--- config.mk ---
export PLATFORM = sky130hd
export DESIGN_NAME = return_and_rotate_exec
export DESIGN_NICKNAME = d
export VERILOG_FILES = /design/src/include/ret_rot_pkg.sv /design/src/rtl/rotate_carry.sv /design/src/rtl/return_and_rotate_exec.sv
export SDC_FILE = /design/constraint.sdc
export NUM_CORES = 1
export LEC_CHECK = 0
export ABC_AREA = 1
export BUFFER_PORTS_ARGS = -buffer_cell sky130_fd_sc_hd__buf_2
export CORE_AREA = 2 2 78 80
export DETAILED_ROUTE_END_ITERATION = 6
export DIE_AREA = 0 0 80 82
export GPL_ROUTABILITY_DRIVEN = 0
export PLACE_DENSITY = 0.65
export SLEW_MARGIN = 20
export SYNTH_ARGS = -nofsm -noshare
export SYNTH_HDL_FRONTEND = slang
export SYNTH_SLANG_ARGS = --single-unit
--- constraint.sdc ---
create_clock -name i_clk -period 3 [get_ports i_clk]
set_clock_uncertainty 0.2 [all_clocks]
set_input_delay 0.3 -clock i_clk [delete_from_list [all_inputs] [get_ports i_clk]]
set_output_delay 0.3 -clock i_clk [all_outputs]
set_load 0.05 [all_outputs]
--- src/include/ret_rot_pkg.sv ---
package ret_rot_pkg;
	localparam int DATA_W = 8;
	localparam int FADDR_W = 7;
	localparam int PC_W = 15;
	localparam logic [7:0] ACC_RESET = 8'h00;
	localparam logic CARRY_RESET = 1'b0;
	localparam logic [14:0] PC_RESET = 15'h0000;
	localparam int RET_CYCLES = 2;
	localparam int ROT_CYCLES = 1;
	localparam logic DEST_ACC = 1'b0;
	localparam logic DEST_FILE = 1'b1;

	typedef enum logic [2:0] {
		OP_NONE = 3'h0,
		OP_RETURN = 3'h1,
		OP_RETURN_WITH_LITERAL = 3'h2,
		OP_ROTATE_LEFT_CARRY = 3'h3,
		OP_ROTATE_RIGHT_CARRY = 3'h4
	} op_t;

	typedef struct packed {
		op_t op;
		logic dest;
		logic [6:0] faddr;
		logic [7:0] literal;
	} instr_t;

	typedef struct packed {
		logic en;
		logic [6:0] addr;
		logic [7:0] data;
	} fwrite_t;
endpackage

--- src/rtl/rotate_carry.sv ---
`timescale 1ns/1ps
module rotate_carry
	import ret_rot_pkg::*;
#(
	parameter int WIDTH = DATA_W
) (
	input wire logic [WIDTH-1:0] i_data, // Source value
	input wire logic i_carry, // Carry before the rotate
	input wire logic i_right, // 1 rotates right, 0 left
	output logic [WIDTH-1:0] o_data, // Rotated value
	output logic o_carry // Carry after the rotate
);
	always_comb begin
		if (i_right) begin
			o_data = {i_carry, i_data[WIDTH-1:1]};
			o_carry = i_data[0];
		end else begin
			o_data = {i_data[WIDTH-2:0], i_carry};
			o_carry = i_data[WIDTH-1];
		end
	end
endmodule

--- src/rtl/return_and_rotate_exec.sv ---
`timescale 1ns/1ps
// Functional notes
// - A plain return pops the stack and loads its top into the program counter over two cycles, flags untouched.
// - Return-with-literal writes its 8-bit operand, any value 0 to 255, into the accumulator.
// - Return-with-literal also loads the popped return address into the program counter, one word, two cycles, flags untouched.
// - Rotate-left shifts the file value left through carry, old carry into bit 0, old bit 7 into carry, in one cycle.
// - Rotate-left with select 0 writes the accumulator only, with select 1 writes back to the file register 0 to 127.
// - Rotate-right shifts right through carry, old carry into bit 7, old bit 0 into carry, carry the only flag touched.
// - Rotate-right with select 0 writes the accumulator, with select 1 writes the addressed file register.
module return_and_rotate_exec
	import ret_rot_pkg::*;
(
	input wire logic i_clk, // Core clock
	input wire logic i_resetn, // Async reset, active low
	input wire logic i_valid, // Instruction presented this cycle
	input wire instr_t i_instr, // Decoded instruction
	input wire logic [DATA_W-1:0] i_file_data, // File register read value
	input wire logic [PC_W-1:0] i_stack_top, // Current top of return stack
	output logic o_ready, // Can take an instruction
	output logic [FADDR_W-1:0] o_file_raddr, // File read address
	output fwrite_t o_file_wr, // File write-back
	output logic o_stack_pop, // One-cycle stack pop
	output logic o_pc_load, // PC load pulse
	output logic [PC_W-1:0] o_pc, // New PC value
	output logic [DATA_W-1:0] o_acc, // Accumulator
	output logic o_carry // Carry flag
);
	////////////////////////////////////////////////////////////////
	logic rst_meta_reg, rst_sync_reg;
	always_ff @(posedge i_clk or negedge i_resetn) begin
		if (!i_resetn) begin
			rst_meta_reg <= 1'b0;
			rst_sync_reg <= 1'b0;
		end else begin
			rst_meta_reg <= 1'b1;
			rst_sync_reg <= rst_meta_reg;
		end
	end
	wire logic rst_n = rst_sync_reg;

	////////////////////////////////////////////////////////////////
	typedef enum logic [1:0] {
		ST_EXEC = 2'b01,
		ST_RET2 = 2'b10
	} state_t;

	state_t state_reg, state_next;
	logic [DATA_W-1:0] acc_reg, acc_next;
	logic carry_reg, carry_next;
	logic [PC_W-1:0] pc_reg, pc_next;
	logic pc_load_reg, pc_load_next;
	logic pop_reg, pop_next;
	fwrite_t wr_reg, wr_next;
	logic [DATA_W-1:0] rot_data;
	logic rot_carry;
	logic rot_right;

	////////////////////////////////////////////////////////////////
	// One datapath serves both rotate directions
	rotate_carry #(
		.WIDTH(DATA_W)
	) u_rot (
		.i_data(i_file_data),
		.i_carry(carry_reg),
		.i_right(rot_right),
		.o_data(rot_data),
		.o_carry(rot_carry)
	);

	// Second return cycle is a flush slot, so the core holds off
	assign o_ready = (state_reg == ST_EXEC);
	assign o_file_raddr = i_instr.faddr;

	////////////////////////////////////////////////////////////////
	// Decode of the instruction taken this cycle
	logic take;
	logic is_ret;
	logic is_lit;
	logic is_rot;
	logic to_file;

	always_comb begin
		take = i_valid && o_ready;
		is_ret = 1'b0;
		is_lit = 1'b0;
		is_rot = 1'b0;
		to_file = (i_instr.dest == DEST_FILE);
		rot_right = (i_instr.op == OP_ROTATE_RIGHT_CARRY);
		// A refused slot decodes to nothing
		if (take) begin
			case (i_instr.op)
				OP_RETURN: begin
					is_ret = 1'b1;
				end
				OP_RETURN_WITH_LITERAL: begin
					is_lit = 1'b1;
				end
				OP_ROTATE_LEFT_CARRY, OP_ROTATE_RIGHT_CARRY: begin
					is_rot = 1'b1;
				end
				default: begin
					// Empty or unknown codes fall through as a no-op
					is_rot = 1'b0;
				end
			endcase
		end
	end

	////////////////////////////////////////////////////////////////
	// Sequencer
	always_comb begin
		state_next = state_reg;
		case (state_reg)
			ST_EXEC: begin
				// Rotates stay here, so one issues every cycle
				if (is_ret || is_lit) begin
					state_next = ST_RET2;
				end
			end
			ST_RET2: begin
				// Flush slot of a return, nothing issues
				state_next = ST_EXEC;
			end
			default: begin
				state_next = ST_EXEC;
			end
		endcase
	end

	always_ff @(posedge i_clk or negedge rst_n) begin
		if (!rst_n) begin
			state_reg <= ST_EXEC;
		end else begin
			state_reg <= state_next;
		end
	end

	////////////////////////////////////////////////////////////////
	// Accumulator and carry
	always_comb begin
		acc_next = acc_reg;
		carry_next = carry_reg;
		if (is_lit) begin
			acc_next = i_instr.literal;
		end
		if (is_rot) begin
			// Returns never reach here, so they leave the carry alone
			carry_next = rot_carry;
			if (!to_file) begin
				acc_next = rot_data;
			end
		end
	end

	always_ff @(posedge i_clk or negedge rst_n) begin
		if (!rst_n) begin
			acc_reg <= ACC_RESET;
			carry_reg <= CARRY_RESET;
		end else begin
			acc_reg <= acc_next;
			carry_reg <= carry_next;
		end
	end

	////////////////////////////////////////////////////////////////
	// Program counter and stack pop
	always_comb begin
		pc_next = pc_reg;
		pc_load_next = 1'b0;
		pop_next = 1'b0;
		// Load and pop pulse for one cycle only
		if (is_ret || is_lit) begin
			pc_next = i_stack_top;
			pc_load_next = 1'b1;
			pop_next = 1'b1;
		end
	end

	always_ff @(posedge i_clk or negedge rst_n) begin
		if (!rst_n) begin
			pc_reg <= PC_RESET;
			pc_load_reg <= 1'b0;
			pop_reg <= 1'b0;
		end else begin
			pc_reg <= pc_next;
			pc_load_reg <= pc_load_next;
			pop_reg <= pop_next;
		end
	end

	////////////////////////////////////////////////////////////////
	// File write-back
	always_comb begin
		wr_next.en = 1'b0;
		wr_next.addr = '0;
		wr_next.data = '0;
		if (is_rot && to_file) begin
			// Select 0 leaves the source register untouched
			wr_next.en = 1'b1;
			wr_next.addr = i_instr.faddr;
			wr_next.data = rot_data;
		end
	end

	always_ff @(posedge i_clk or negedge rst_n) begin
		if (!rst_n) begin
			wr_reg <= '0;
		end else begin
			wr_reg <= wr_next;
		end
	end

	////////////////////////////////////////////////////////////////
	// Outputs come straight from the registers above
	assign o_acc = acc_reg;
	assign o_carry = carry_reg;
	assign o_pc = pc_reg;
	assign o_pc_load = pc_load_reg;
	assign o_stack_pop = pop_reg;
	assign o_file_wr = wr_reg;
endmodule

* Word level (Yosys, flattened, before mapping)
Cells that the tools add are included.
** Storage, ports and cells
- Flip-flop bits (word level) :: 45
- Output and inout port bits :: 50
- Word-level logic and storage cells :: 35
** Cells by class
- Equality and inequality tests :: 6
- Muxes and demuxes :: 15
- Reductions and logical operators :: 4
** Operators by type and width (number)
- 8-bit two-way mux :: 4
- 16-bit two-way mux :: 1
- 1-bit two-way mux :: 8
- 3-bit by 2-bit equality test with 1-bit output (second input constant) :: 2
- 2-bit two-way mux :: 2
- 3-bit by 1-bit equality test with 1-bit output (second input constant) :: 1
- 3-bit equality test (second input constant) :: 1
- 2-bit by 1-bit equality test with 1-bit output (second input constant) :: 1
- 1-bit logical AND :: 2
- 2-bit by 1-bit inequality test with 1-bit output (second input constant) :: 1
- 2-bit OR reduction :: 1
- 1-bit logical OR :: 1

* Depth between registers and ports, before layout
- Depth in word-level cells :: 6
- Mapped depth :: 8

* Cells and area by module
From an unflattened synthesis, not the netlist that was laid out.
** Second synthesis, totals
- Cells, all modules :: 247
- Area, all modules :: 1973.1 um^2
** Modules (own cells, without submodules)
- return_and_rotate_exec :: instances 1, cells an instance 218, area an instance 1856.8 um^2, seq. area each 1127.3 um^2
- rotate_carry :: instances 1, cells an instance 29, area an instance 116.4 um^2, seq. area each 0.0 um^2

* Worst setup path after synthesis
No wires, ideal clock.
- Path type :: register to register
- From :: register state_reg[0]
- To :: register acc_reg[7] (netlist: o_acc[7])
- Library setup time :: 125 ps
- Data arrival time :: 1125 ps
- Data required time :: 2675 ps
- Slack :: 1551 ps
- Stages on the path, launching flop included :: 6
- Path buffers :: 0
- Path through :: dfstp_2 > nand3_1 > nor2_1 > nand2_1 > nand3_1 > o21ai_1
** On the way
- Word-level cells in the longest chain between the ends :: 6
- Elaborated cells on any way between the ends :: 7
- Those cells by class :: 1 x eq/ne; 5 x mux; 1 x reduce/logical
** Ends and longest elaborated chain
- start, declared :: line return_and_rotate_exec.sv:47 : state_t state_reg, state_next;
- start signal, assigned :: line return_and_rotate_exec.sv:134 : state_reg <= state_next;
- 2-bit by 1-bit equality test with 1-bit output * :: line return_and_rotate_exec.sv:71 : assign o_ready = (state_reg == ST_EXEC);
- 1-bit logical AND * :: line return_and_rotate_exec.sv:83 : take = i_valid && o_ready;
- 1-bit two-way mux :: line return_and_rotate_exec.sv:90 : if (take) begin
- 8-bit two-way mux :: line return_and_rotate_exec.sv:143 : if (is_lit) begin
- 8-bit two-way mux :: line return_and_rotate_exec.sv:149 : if (!to_file) begin
- 8-bit two-way mux * :: line return_and_rotate_exec.sv:146 : if (is_rot) begin
- net acc_next[7] :: line return_and_rotate_exec.sv:48 : logic [DATA_W-1:0] acc_reg, acc_next;
- end signal, assigned :: line return_and_rotate_exec.sv:160 : acc_reg <= acc_next;
- end, declared :: line return_and_rotate_exec.sv:48
Mark *: on every way through the listed nets, which the timed path passes. The rest lies on a longest branch.
A chain may end at the register's enable or synchronous reset.

* Worst setup path in the final report
- From :: register state_reg[0]
- To :: register acc_reg[3] (netlist: o_acc[3])
The elaborated chain is that of the path after synthesis.

==> results_dict.tcl <==
set metrics [dict create \
    routed_wire_length_per_instance_um 10.9 \
    post_cts.resized_instances 0 \
    fin_hold_ws_ns 0.0198 \
    outcome "completed" \
    synth_largest_type_area_fraction 0.572 \
    core_um2 5750 \
    worstPathMaxFanout 8 \
    totalPowerFinal_mw 1.88 \
    dp_slack_ns 1.22 \
    power-per-cell-area_nw_per_um2 704 \
    totalNegativeSetupSlack_ns 0 \
    power_leakage_nw 1.65 \
    postSynthNetCount 273 \
    worst_setup_path_start_kind "flip-flop" \
    seq_power_share 0.402 \
    cpPeakStageDelay_ns 0.55 \
    violation_count_after_the_first_detailed_routing_iteration 92 \
    share_clk_of_total_power 0.248 \
    crit_path_cell_trace "nand3_1 > nor2_1 > nand2_1 > nand3_1 > o21ai_1" \
    path_clk_slew_ns 0.08 \
    detail_route.first_pass.iterations 4 \
    synth.area.top_cells "dfrtp_1, nand2_1, inv_1" \
    grt_max_degree 44 \
    fin_util 0.464 \
    syn-mean-instance-area_um2 8.44 \
    post_synth_inst_count 228 \
    maxCapViolCount 0 \
    num_antenna_cells 0 \
    dp.final_hpwl_um 3090 \
    final-instance-count-excl-fill 408 \
    rows 28 \
    num_vias 1696 \
    via_count_of_the_first_global_routing_pass 1686 \
    initial_antenna_violation_count 0 \
    die-area_um2 6560 \
    grt_use_total 0.146 \
    design.portCount 95 \
    clockBufferDepth 2 \
    irDropWorstVdd_mv 0.355 \
    min_period_over_period 0.603 \
    area.growth.synth_to_final_pct 38.6 \
    cpMostUsedCell "nand3_1" \
    design.final.nets 377 \
    endpoint_kind "flip-flop" \
    routed_via_density 4.16 \
    achievable-frequency_ghz 0.553 \
    clkSinkCount 45 \
    timing.critical_path.slowest_stage_cell "nor2_1" \
    cts-root-buf "clkbuf_8" \
    post_synth_num_cell_types 18 \
    power_report.internal_total_mw 1.13 \
    data_required_time_of_the_worst_path_ns 2.97 \
    most_used_dff_post_synth "dfrtp_1" \
    cts_inserted_buffers 5 \
    worst-path-buf-inv 0 \
    setup_violations 0 \
    dieHeight_um 82 \
    final_hold_violation_count 0 \
    dpl_cell_area_um2 2390 \
    slew_headroom 0.406 \
    min_path_type "in2reg" \
    final_setup_margin_ns 1.19 \
    finalWorstPathRequiredPeriod_ns 1.81 \
    globalRouteOverflowTotal 0 \
    htreeDepth 2 \
    grt_first_pass_wirelength_um 7380 \
    synth_area_um2 1920 \
    drc 0 \
    total_wirelength_of_the_detailed_routed_design_um 4450 \
    timing_max_transition_violations_final 0 \
    postLayoutCellArea_um2 2670 \
    grt_setup_unrepaired "no" \
    critical_path.top_delay_family "simple AND/OR/NAND/NOR gates" \
    synth_top_cell_by_area "dfrtp_1" \
    worstPathArrival_ns 1.78 \
    regToRegSetupSlack_ns 1.19 \
    seq_area_frac_synth 0.586 \
    place.port_buffers 94 \
    worstSkewPairLatency_ns 0.28 \
    ys_top_cells_by_count "nand2_1, dfrtp_1, inv_1, nor2_1, nand3_1" \
    proportion_of_layout_cells_with_a_drive_suffix_above_1 0.330 \
    tritoncts "done" \
    pwr-share-comb 0.351 \
    max_reg_flops 16 \
    async_s_r_ff_share_synth 1.00 \
    yosys_register_bits 45 \
    horizontal_die_dimension_um 80 \
    p_switching_mw 0.746 \
    syn_warnings 0 \
    post-synth-top-count-cell "nand2_1" \
    swShare 0.397 \
    max_slew.worst_pin.slew_ns 0.890 \
    synth_enable_flop_cells 0 \
    placed_cells_incl_taps 384 \
    initial_standard_cell_utilization_of_the_core 0.335 \
    setup.worst_path.class "reg2reg" \
    ant_nets 0 \
]
power by group through the flow:
| stage | sequential (mW) | combinational (mW) | clock (mW) |
|---|---|---|---|
| 5_1_grt | 0.769 | 0.707 | 0.519 |
| 3_5_place_dp | 0.764 | 0.645 | 0 |
| 3_3_place_gp | 0.766 | 0.639 | 0 |
| 4_1_cts | 0.755 | 0.660 | 0.487 |
| 2_1_floorplan | 1.09 | 0.169 | 0 |
| 6_report | 0.754 | 0.658 | 0.465 |
worst paths after layout:
kind,start,end,cells after the start
min reg2reg,rst_meta_reg,rst_n,0
max,state_reg[0],o_acc[3],5
min in group asynchronous,i_resetn,rst_meta_reg,2
max reg2reg,state_reg[0],o_acc[3],5
min,i_instr[14],o_file_wr[14],3
max in group asynchronous,rst_n,o_acc[1],0
layout by cell type, fill, tap and decap left out:
cell type	count
dfrtp_2	1
nor2_1	21
nand2_2	3
buf_2	94
clkbuf_8	6
dlygate4sd3_1	16
inv_1	35
clkbuf_1	1
conb_1	1
o21ai_1	5
dfrtp_1	43
nand2_4	1
xor2_1	1
bufinv_16	1
nand3_1	11
a21oi_1	2
o21ai_0	8
nand2_1	79
inv_2	2
nand3_2	1
dfstp_2	1
worst register-to-register path, stage by stage (launching register included):
cell     delay [ns]
dfstp_2        0.53
nand3_1        0.11
nor2_1         0.55
nand2_1        0.12
nand3_1        0.11
o21ai_1        0.07
per-layer routing:
layer,global-route usage,wire length [um]
met1,0.172,1970
met2,0.258,2160
met3,0.0407,285
met4,0.0475,35
met5,0,0
cell type report:
type | instances | area [um2]
Clock buffer | 7 | 86.3
Clock inverter | 1 | 30.0
Fill cell | 601 | 3080
Inverter | 37 | 139
Multi-Input combinational cell | 133 | 558
Sequential cell | 45 | 1130
Tap cell | 75 | 93.8
Timing Repair Buffer | 110 | 631
kinds of logic after synthesis:
kind of cell,share of synthesized area
AOI/OAI and AO/OA,0.0390
xor gates and xnor gates,0.00455
buffers and inverters,0.124
DFF,0.586
other,0.00195
and+or+nand+nor,0.244
repair_timing:
| action | 4_1_cts | 5_1_grt |
|---|---|---|
| endpoints found under the hold margin | 17 | 0 |
| hold buffers | 16 | 0 |
| buffers inserted | 0 | 0 |
| endpoints found under the setup margin | 0 | 0 |
No activity file was read; power rests on OpenSTA's default activity.
